<file path="config.mk">
export PLATFORM = sky130hd
export DESIGN_NAME = or_return_rotate_exec
export DESIGN_NICKNAME = d
export VERILOG_FILES = /design/src/rtl/exec_pkg.sv /design/src/rtl/alu_if.sv /design/src/rtl/or_return_rotate_exec.sv /design/src/rtl/bit_alu.sv
export SDC_FILE = /design/constraint.sdc
export NUM_CORES = 1
export LEC_CHECK = 0
export ABC_AREA = 1
export BUFFER_PORTS_ARGS = -buffer_cell sky130_fd_sc_hd__buf_2
export CAP_MARGIN = 20
export CORE_ASPECT_RATIO = 0.5
export CORE_MARGIN = 1.5
export CORE_UTILIZATION = 35
export DETAILED_ROUTE_END_ITERATION = 7
export SLEW_MARGIN = 40
export SYNTH_ARGS = -nofsm -noshare
export SYNTH_HDL_FRONTEND = slang
export SYNTH_SLANG_ARGS = --single-unit
</file>
<file path="constraint.sdc">
create_clock -name clk_i -period 3.72 [get_ports clk_i]
set_input_delay 0.186 -clock clk_i [delete_from_list [all_inputs] [get_ports clk_i]]
set_output_delay 0.186 -clock clk_i [all_outputs]
set_load 0.01 [all_outputs]
</file>
<file path="src/rtl/exec_pkg.sv">
package exec_pkg;
  // widths
  localparam int DATA_W = 8;
  localparam int PC_W = 12;
  // reset values
  localparam logic [PC_W-1:0] PC_RST = 12'h000;
  localparam logic [DATA_W-1:0] ACC_RST = 8'h00;
  localparam logic ZERO_RST = 1'b0;
  localparam logic GIE_RST = 1'b0;
  // interrupt entry address, arbitrary value
  localparam logic [PC_W-1:0] IRQ_VECTOR = 12'h004;
  // the bit that wraps and the bit it wraps into
  localparam int ROT_MSB = 7;
  localparam int ROT_LSB = 0;
  // instruction codes presented by the decoder
  typedef enum logic [3:0] {
    IDLE_OP = 4'h0,
    OR_MEM_TO_ACC_OP = 4'h1,
    OR_IMM_TO_ACC_OP = 4'h2,
    OR_INTO_MEMORY_OP = 4'h3,
    SUBROUTINE_EXIT_OP = 4'h4,
    SUBROUTINE_EXIT_LOAD_OP = 4'h5,
    INTERRUPT_EXIT_OP = 4'h6,
    ROTATE_LEFT_OP = 4'h7,
    UNCONDITIONAL_JUMP_OP = 4'h8
  } op_e;
  typedef enum logic [1:0] {
    ST_EXEC = 2'h1,
    ST_DUMMY = 2'h2
  } state_e;
endpackage

</file>
<file path="src/rtl/alu_if.sv">
`timescale 1ns/1ps
interface alu_if;
  import exec_pkg::*;
  logic [DATA_W-1:0] acc;
  logic [DATA_W-1:0] operand;
  logic [DATA_W-1:0] or_res;
  logic [DATA_W-1:0] rot_res;
  logic or_zero;
  modport core (output acc, output operand, input or_res, input rot_res, input or_zero);
  modport alu (input acc, input operand, output or_res, output rot_res, output or_zero);
endinterface

</file>
<file path="src/rtl/or_return_rotate_exec.sv">
`timescale 1ns/1ps
// Summary of operation
// - idle op changes nothing, just advances
// - accumulator gets accumulator OR memory byte
// - accumulator gets accumulator OR immediate
// - memory byte gets accumulator OR memory
// - subroutine exit pops PC, flags untouched
// - subroutine exit with load also loads accumulator immediate
// - interrupt exit pops PC, sets interrupt enable
// - pending interrupt served before resuming main
// - memory byte rotates left, bit7 into bit0
// - jumps take two cycles with dummy
module or_return_rotate_exec
  import exec_pkg::*;
(
  // clock, reset, enable
  input wire logic clk_i,
  input wire logic reset_n_i,
  input wire logic ce_i,
  // decoded instruction
  input wire logic instr_valid_i,
  input wire op_e op_i,
  input wire logic [DATA_W-1:0] imm_i,
  input wire logic [DATA_W-1:0] mem_addr_i,
  input wire logic [PC_W-1:0] jump_addr_i,
  // data memory
  input wire logic [DATA_W-1:0] mem_rdata_i,
  output logic mem_we_o,
  output logic [DATA_W-1:0] mem_waddr_o,
  output logic [DATA_W-1:0] mem_wdata_o,
  // return stack
  input wire logic [PC_W-1:0] stack_top_i,
  output logic stack_pop_o,
  output logic stack_push_o,
  output logic [PC_W-1:0] stack_push_data_o,
  // interrupt controller
  input wire logic irq_pending_i,
  input wire logic gie_clear_i,
  output logic global_interrupt_enable_o,
  output logic irq_ack_o,
  // core state
  output logic [PC_W-1:0] pc_o,
  output logic [DATA_W-1:0] acc_o,
  output logic zero_o,
  output logic busy_o
);
  state_e state_ff;
  logic [PC_W-1:0] pc_ff;
  logic [DATA_W-1:0] acc_ff;
  logic zero_ff;
  logic gie_ff;
  logic mem_we_ff;
  logic [DATA_W-1:0] mem_waddr_ff;
  logic [DATA_W-1:0] mem_wdata_ff;
  logic pop_ff;
  logic push_ff;
  logic [PC_W-1:0] push_data_ff;
  logic irq_ack_ff;
  logic take;
  logic is_return;
  logic irq_take;
  alu_if a ();

  bit_alu u_alu (.a(a));

  // only immediate OR feeds the instruction byte to the ALU, all others feed memory
  assign a.acc = acc_ff;
  assign a.operand = (op_i == OR_IMM_TO_ACC_OP) ? imm_i : mem_rdata_i;
  assign take = ce_i && instr_valid_i && (state_ff == ST_EXEC);
  assign is_return = (op_i == SUBROUTINE_EXIT_OP) || (op_i == SUBROUTINE_EXIT_LOAD_OP)
    || (op_i == INTERRUPT_EXIT_OP);
  assign irq_take = take && (op_i == INTERRUPT_EXIT_OP) && irq_pending_i;

  // control transfers hold off the next instruction for one dummy cycle
  always_ff @(posedge clk_i or negedge reset_n_i)
  begin
    if (!reset_n_i)
      state_ff <= ST_EXEC;
    else if (ce_i)
    begin
      case (state_ff)
        ST_EXEC:
          if (take && (is_return || op_i == UNCONDITIONAL_JUMP_OP))
            state_ff <= ST_DUMMY;
        ST_DUMMY:
          state_ff <= ST_EXEC;
        default:
          state_ff <= ST_EXEC;
      endcase
    end
  end

  always_ff @(posedge clk_i or negedge reset_n_i)
  begin
    if (!reset_n_i)
      pc_ff <= PC_RST;
    else if (take)
    begin
      case (op_i)
        UNCONDITIONAL_JUMP_OP:
          pc_ff <= jump_addr_i;
        SUBROUTINE_EXIT_OP, SUBROUTINE_EXIT_LOAD_OP:
          pc_ff <= stack_top_i;
        INTERRUPT_EXIT_OP:
          pc_ff <= irq_pending_i ? IRQ_VECTOR : stack_top_i;
        default:
          pc_ff <= pc_ff + PC_W'(1);
      endcase
    end
  end

  always_ff @(posedge clk_i or negedge reset_n_i)
  begin
    if (!reset_n_i)
      acc_ff <= ACC_RST;
    else if (take)
    begin
      case (op_i)
        OR_MEM_TO_ACC_OP, OR_IMM_TO_ACC_OP:
          acc_ff <= a.or_res;
        SUBROUTINE_EXIT_LOAD_OP:
          acc_ff <= imm_i;
        default:
          acc_ff <= acc_ff;
      endcase
    end
  end

  always_ff @(posedge clk_i or negedge reset_n_i)
  begin
    if (!reset_n_i)
      zero_ff <= ZERO_RST;
    else if (take && (op_i == OR_MEM_TO_ACC_OP || op_i == OR_IMM_TO_ACC_OP
      || op_i == OR_INTO_MEMORY_OP))
      zero_ff <= a.or_zero;
  end

  // a set in the same cycle as a clear wins
  always_ff @(posedge clk_i or negedge reset_n_i)
  begin
    if (!reset_n_i)
      gie_ff <= GIE_RST;
    else if (ce_i)
    begin
      if (take && op_i == INTERRUPT_EXIT_OP)
        gie_ff <= 1'b1;
      else if (gie_clear_i)
        gie_ff <= 1'b0;
    end
  end

  always_ff @(posedge clk_i or negedge reset_n_i)
  begin
    if (!reset_n_i)
    begin
      mem_we_ff <= 1'b0;
      mem_waddr_ff <= '0;
      mem_wdata_ff <= '0;
    end
    else if (ce_i)
    begin
      mem_we_ff <= take && (op_i == OR_INTO_MEMORY_OP || op_i == ROTATE_LEFT_OP);
      if (take && op_i == OR_INTO_MEMORY_OP)
      begin
        mem_waddr_ff <= mem_addr_i;
        mem_wdata_ff <= a.or_res;
      end
      else if (take && op_i == ROTATE_LEFT_OP)
      begin
        mem_waddr_ff <= mem_addr_i;
        mem_wdata_ff <= a.rot_res;
      end
    end
  end

  // a pending interrupt pushes the restored address back: the stack depth is
  // unchanged and the handler's own exit resumes the main program
  always_ff @(posedge clk_i or negedge reset_n_i)
  begin
    if (!reset_n_i)
    begin
      pop_ff <= 1'b0;
      push_ff <= 1'b0;
      push_data_ff <= PC_RST;
      irq_ack_ff <= 1'b0;
    end
    else if (ce_i)
    begin
      pop_ff <= take && is_return;
      push_ff <= irq_take;
      irq_ack_ff <= irq_take;
      if (irq_take)
        push_data_ff <= stack_top_i;
    end
  end

  assign mem_we_o = mem_we_ff;
  assign mem_waddr_o = mem_waddr_ff;
  assign mem_wdata_o = mem_wdata_ff;
  assign stack_pop_o = pop_ff;
  assign stack_push_o = push_ff;
  assign stack_push_data_o = push_data_ff;
  assign global_interrupt_enable_o = gie_ff;
  assign irq_ack_o = irq_ack_ff;
  assign pc_o = pc_ff;
  assign acc_o = acc_ff;
  assign zero_o = zero_ff;
  // one-hot: the dummy state bit itself, so the output stays a bare flop
  assign busy_o = state_ff[1];
endmodule

</file>
<file path="src/rtl/bit_alu.sv">
`timescale 1ns/1ps
module bit_alu
  import exec_pkg::*;
(
  alu_if.alu a
);
  genvar i;
  generate
    for (i = 0; i < DATA_W; i++)
    begin : g_bit
      assign a.or_res[i] = a.acc[i] | a.operand[i];
      if (i == ROT_LSB)
      begin : g_wrap
        assign a.rot_res[i] = a.operand[ROT_MSB];
      end
      else
      begin : g_shift
        assign a.rot_res[i] = a.operand[i-1];
      end
    end
  endgenerate
  assign a.or_zero = ~|a.or_res;
endmodule

</file>
== After elaboration in Yosys (flattened, before gate mapping) ==
Index checks and enable logic that the tools add are counted.

* Bitwise gates (word level): 8
* Equal/unequal tests: 10
* Multiplexer cells: 12
* Add/subtract/negate cells: 1
* Reductions and logical operators: 28

{| class="wikitable"
|+ Operators with widths
! cell !! count
|-
| $mux W8 || 5
|-
| $pmux W12 S3 || 1
|-
| $eq A4 B3 Y1 const B || 4
|-
| $pmux W8 S2 || 1
|-
| $add A12 B1 Y12 const B || 1
|-
| $mux W12 || 1
|-
| $logic_and A1 B1 Y1 || 10
|-
| $reduce_and A2 Y1 || 5
|-
| $eq A4 B2 Y1 const B || 2
|-
| $or A1 B1 Y1 || 8
|-
| $reduce_or A8 Y1 || 1
|-
| $logic_or A1 B1 Y1 || 6
|-
| $reduce_bool A2 Y1 || 3
|-
| $eq A4 B1 Y1 const B || 1
|-
| $eq A4 B4 Y1 const B || 1
|-
| $mux W2 || 2
|-
| $reduce_or A2 Y1 || 2
|-
| $eq A2 B1 Y1 const B || 1
|-
| $mux W1 || 2
|-
| $ne A2 B1 Y1 const B || 1
|-
| $logic_not A1 Y1 || 1
|}

* Bits of input ports: 58
* Bits in registers: 55
* Output and inout bits: 55
* Word-level logic and storage cells: 70

== Longest topological paths before layout ==
* Depth after elaboration: 7
* Mapped depth: 11

== Hierarchy ==
Synthesis repeated with hierarchy kept, for this count alone.

* Cell total of the unflattened synthesis: 448
* Area, all modules: 3,188.1 um^2

{| class="wikitable"
|+ Modules (own cells, without submodules)
! module !! sequential area each (um^2) !! instances !! cells each !! area each (um^2)
|-
| or_return_rotate_exec || 1,377.6 || 1 || 409 || 3,001.6
|-
| bit_alu || 0.0 || 1 || 39 || 186.4
|}

== Worst setup path before layout ==
Ideal clock, no wire load.

* Path type: reg2reg
* Start point: register state_ff[0]
* End point: register push_data_ff[10], in the netlist stack_push_data_o[10]
* Cell stages (with the launch flop): 6
* Setup slack: 2.110 ns
* Setup time: 0.125 ns
* Required time: 3.595 ns
* Clock period less this slack: 1.610 ns
* Arrival: 1.485 ns
* Path buffers: 1
* Cell sequence: dfstp_2 nand4_2 inv_2 nand3_4 buf_6 mux2_4

* Longest elaborated chain between the ends: 5

{| class="wikitable"
|+ Ends and longest elaborated chain
! item !! RTL line !! RTL
|-
| start, declared || or_return_rotate_exec.sv:47 || <nowiki>state_e state_ff;</nowiki>
|-
| start signal, assigned || or_return_rotate_exec.sv:78 || <nowiki>state_ff <= ST_EXEC;</nowiki>
|-
| start signal, assigned || or_return_rotate_exec.sv:84 || <nowiki>state_ff <= ST_DUMMY;</nowiki>
|-
| start signal, assigned || or_return_rotate_exec.sv:86 || <nowiki>state_ff <= ST_EXEC;</nowiki>
|-
| $eq A2 B1 Y1 || or_return_rotate_exec.sv:69 || <nowiki>assign take = ce_i && instr_valid_i && (state_ff == ST_EXEC);</nowiki>
|-
| $logic_and A1 B1 Y1 || or_return_rotate_exec.sv:69 ||
|-
| $logic_and A1 B1 Y1 (2 in a row) || or_return_rotate_exec.sv:72 || <nowiki>assign irq_take = take && (op_i == INTERRUPT_EXIT_OP) && irq_pending_i;</nowiki>
|-
| $reduce_and A2 Y1 (no source line) || - ||
|-
| end signal, assigned || or_return_rotate_exec.sv:193 || <nowiki>push_data_ff <= stack_top_i;</nowiki>
|-
| end, declared || or_return_rotate_exec.sv:57 || <nowiki>logic [PC_W-1:0] push_data_ff;</nowiki>
|}

No other way between the ends.
A chain may end at the register's enable or synchronous reset.

== Worst setup path after layout ==
* Start point: register state_ff[0]
* End point: register push_data_ff[11], in the netlist stack_push_data_o[11]

Same word-level chain as after synthesis.

==> results.md <==
* Clock network fraction of design power at approximately a fifth
* First-pass GRT wire length at between 10000 and 15000 microns
* Cts repair resizes at 0
* Async S/R FF share, synth at between 90% and 100%
* Post-CTS setup buffers at 0
* NumNets Final at 542
* Area delta synth->final at 26.9%
* Clock root cell: clkbuf_16
* Total gr overflow at 0
* Pin count of the biggest net entering global routing at 36
* Unrepaired setup endpoints after global routing: no
* CTS Buffer Depth at 2
* Period minus WS final at about 2200 ps
* # rows at 23
* Post-synth EDFFs at 0
* I/O Pins at approximately 110
* Top cell type's share of synthesized area at between 40% and 50%
* Overall routing resource usage at a little under a fifth
* Cell-internal power at 1.41 mW
* Yosys warns at 0
* Worst Hold Margin at 80.2 ps
* Min-delay worst type: in -> reg
* TritonCTS clock tree: done
* Synth unique cells at 37
* Final worst-path cycle share at around 60%
* Synth Instances at between 300 and 400
* Power Density at 603 nW/um^2
* I/O Buffers at ~110
* Share of cells above drive strength 1 at 31.0%
* Clk sinks at 55
* Iter 0 DRT Violations at 190
* Final ANT Viol Nets at 0
* Drt first pass iters at 4
* Met2 Wirelength at about 3700 microns
* Die H at about 70 microns
* Setup Viol. Count Final at 0
* P_sw at 0.874 mW
* Switching share of power at a little under two fifths
* Count leader, synth: nand2_1
* # H-tree levels at 2
* Seq cells post-synth at 55
* Max-slew violation total from the final report at 0
* Prevailing post-synth register cell: dfrtp_1
* Worst Skew at 7.34 ps
* WL met3 at approximately 460 microns
* Syn nets at 430
* Via density at between 4 and 5
* Vias at 2784
* Maximum fanout along the worst path at 19
* Max cap viols at 0
* Mapped Area at 2980 sq um
* Routed WL per cell at 13.4 microns
* Max-slew headroom at roughly two thirds
* Cell area after layout at roughly 3800 sq um
* CP required at 3900 ps
* Clk_lat worst skew at roughly 300 ps
* Worst-Margin Slew at roughly 500 ps
* CP Capture Type: flop
* DIE AREA at 9120 sq um
* Worst Path Arrival at about 2400 ps
* Run status: completed
* Vias in the first global route at around 2700
* ANT cells at 0
* Max layer used: met4
* Clock slew at reported path FFs at around 80 ps
* Post-DP HPWL at approximately 5900 microns
* Crit Path Class: reg -> reg
* CORE AREA at slightly above 8000 sq um
* TNS Setup at 0 ps
* RD Place Congestion at between 0.7 and 0.8
* Initial cell density of the core at a little over a third
* Post-synthesis sequential area ratio at between 40 and 50%
* LEAKAGE at 2.07 nW
* Worst vdd ir at roughly 0.00023 V
* Commonest cells in the netlist: nand2_1 (132), dfrtp_1 (54), inv_1 (26)
* Final design utilization at 46.5%
* Met1 WL at ~3800 microns
* Top post-synthesis cells by area: dfrtp_1 (45%), nand2_1 (17%), nand3_1 (4.2%), a21oi_1 (3.7%), o21ai_0 (3.7%)
* Combinational power share at 35.7%
* Initial antenna violation count at 0
* Fmax at ~460 MHz
* Overall Power at between 2 and 2.5 mW
* Yosys top cell by area: dfrtp_1
* Syn avg cell area at around 8.0 sq um
* Remaining routing DRC violations at 0
* Final Hold Vio Count at 0
* CP startpoint kind: flop
* Drt total wl at roughly 8000 microns
* Cts bufs inserted at 5
* Die X-Extent at about 130 microns
* Flop pwr share at about 43%
* Placed Area at 3620 sq um
-- registers in the layout (all words and copies together), names as in the netlist --
signal / flops
pc_o: 12
stack_push_data_o: 12
acc_o: 8
mem_waddr_o: 8
mem_wdata_o: 8
state_ff: 2
global_interrupt_enable_o: 1
mem_we_o: 1
stack_pop_o: 1
stack_push_o: 1
zero_o: 1
-- final timing paths --
kind                           startpoint                     to  slack (ps)  depth (start not counted)
max in group asynchronous       reset_n_i            state_ff[0]        2470                          3
setup / recovery              state_ff[0]  stack_push_data_o[11]        1540                          4
hold / removal              mem_addr_i[4]         mem_waddr_o[4]          80                          3
min in group asynchronous       reset_n_i         mem_waddr_o[5]         380                          2
hold reg to reg            mem_waddr_o[0]         mem_waddr_o[0]         480                          2
setup reg to reg              state_ff[0]  stack_push_data_o[11]        1540                          4
-- worst max-delay path: stages, from the launching register on --
cell and delay [ps]:
dfstp_2 550, nand4_2 380, inv_2 460, nand3_4 300, mux2_4 370
-- cells in the final DEF (no fill, tap or decap), drive strengths merged --
master       Yosys  final
clkbuf           1      5
buf              9    114
xor2             3      3
a22oi            3      3
mux2             9      9
nand3           27     27
nor3             4      4
dlygate4sd3      0      1
o2bb2ai          1      1
o22ai            1      1
a21oi           22     22
o31ai            1      1
inv             31     31
o211ai           8      8
nand4            2      2
clkinvlp         0      1
ha               1      1
clkinv           0      2
o21ai           26     26
nor2            27     27
xnor2            1      1
nand2          136    136
a22o             1      1
dfrtp           54     54
mux2i            2      2
dfstp            1      1
-- cell type report --
cell class / instances / area [sq um]
Clock buffer: 5 / 125
Timing Repair Buffer: 115 / 586
Tap cell: 112 / 140
Fill cell: 845 / 4360
Inverter: 31 / 116
Sequential cell: 55 / 1380
Multi-Input combinational cell: 275 / 1420
Clock inverter: 3 / 25.0
-- power by group through the flow --
stage	clock network [mW]	logic, mW	registers (mW)
final	0.485	0.815	0.980
after global routing	0.520	0.927	1.01
after CTS	0.497	0.828	0.982
after global placement	0	0.805	0.996
after detailed placement	0	0.824	0.990
after floorplan	0	0.392	1.06
-- per-layer routing --
metal	vias to the layer above	track usage, %
li1	1436	-
met2	67	30.6
met1	1279	24.2
met4	0	4.08
met3	2	4.44
met5	-	0
-- through the flow --
| step | std cells | setup slack, ps |
|---|---|---|
| 2_1_floorplan | 371 | 2110 |
| 3_3_place_gp | 587 | 1580 |
| 3_5_place_dp | 587 | 1530 |
| 4_1_cts | 596 | 1520 |
| 5_1_grt | 596 | 1390 |
| 6_report | 596 | 1540 |
-- what timing repair did --
action                     CTS  global route
hold buffers                 1             0
setup endpoints to repair    0             0
hold endpoints to repair    20             0
-- cells by family after synthesis --
group,count (synthesis),share of synthesized area [%]
simple gates,196,29.2
compound gates,63,12.2
flops,55,46.2
buf+inv,41,6.38
mux,11,4.45
xor+xnor,4,1.17
fa+ha+maj,1,0.419
Power figures use the tool's default switching activity.
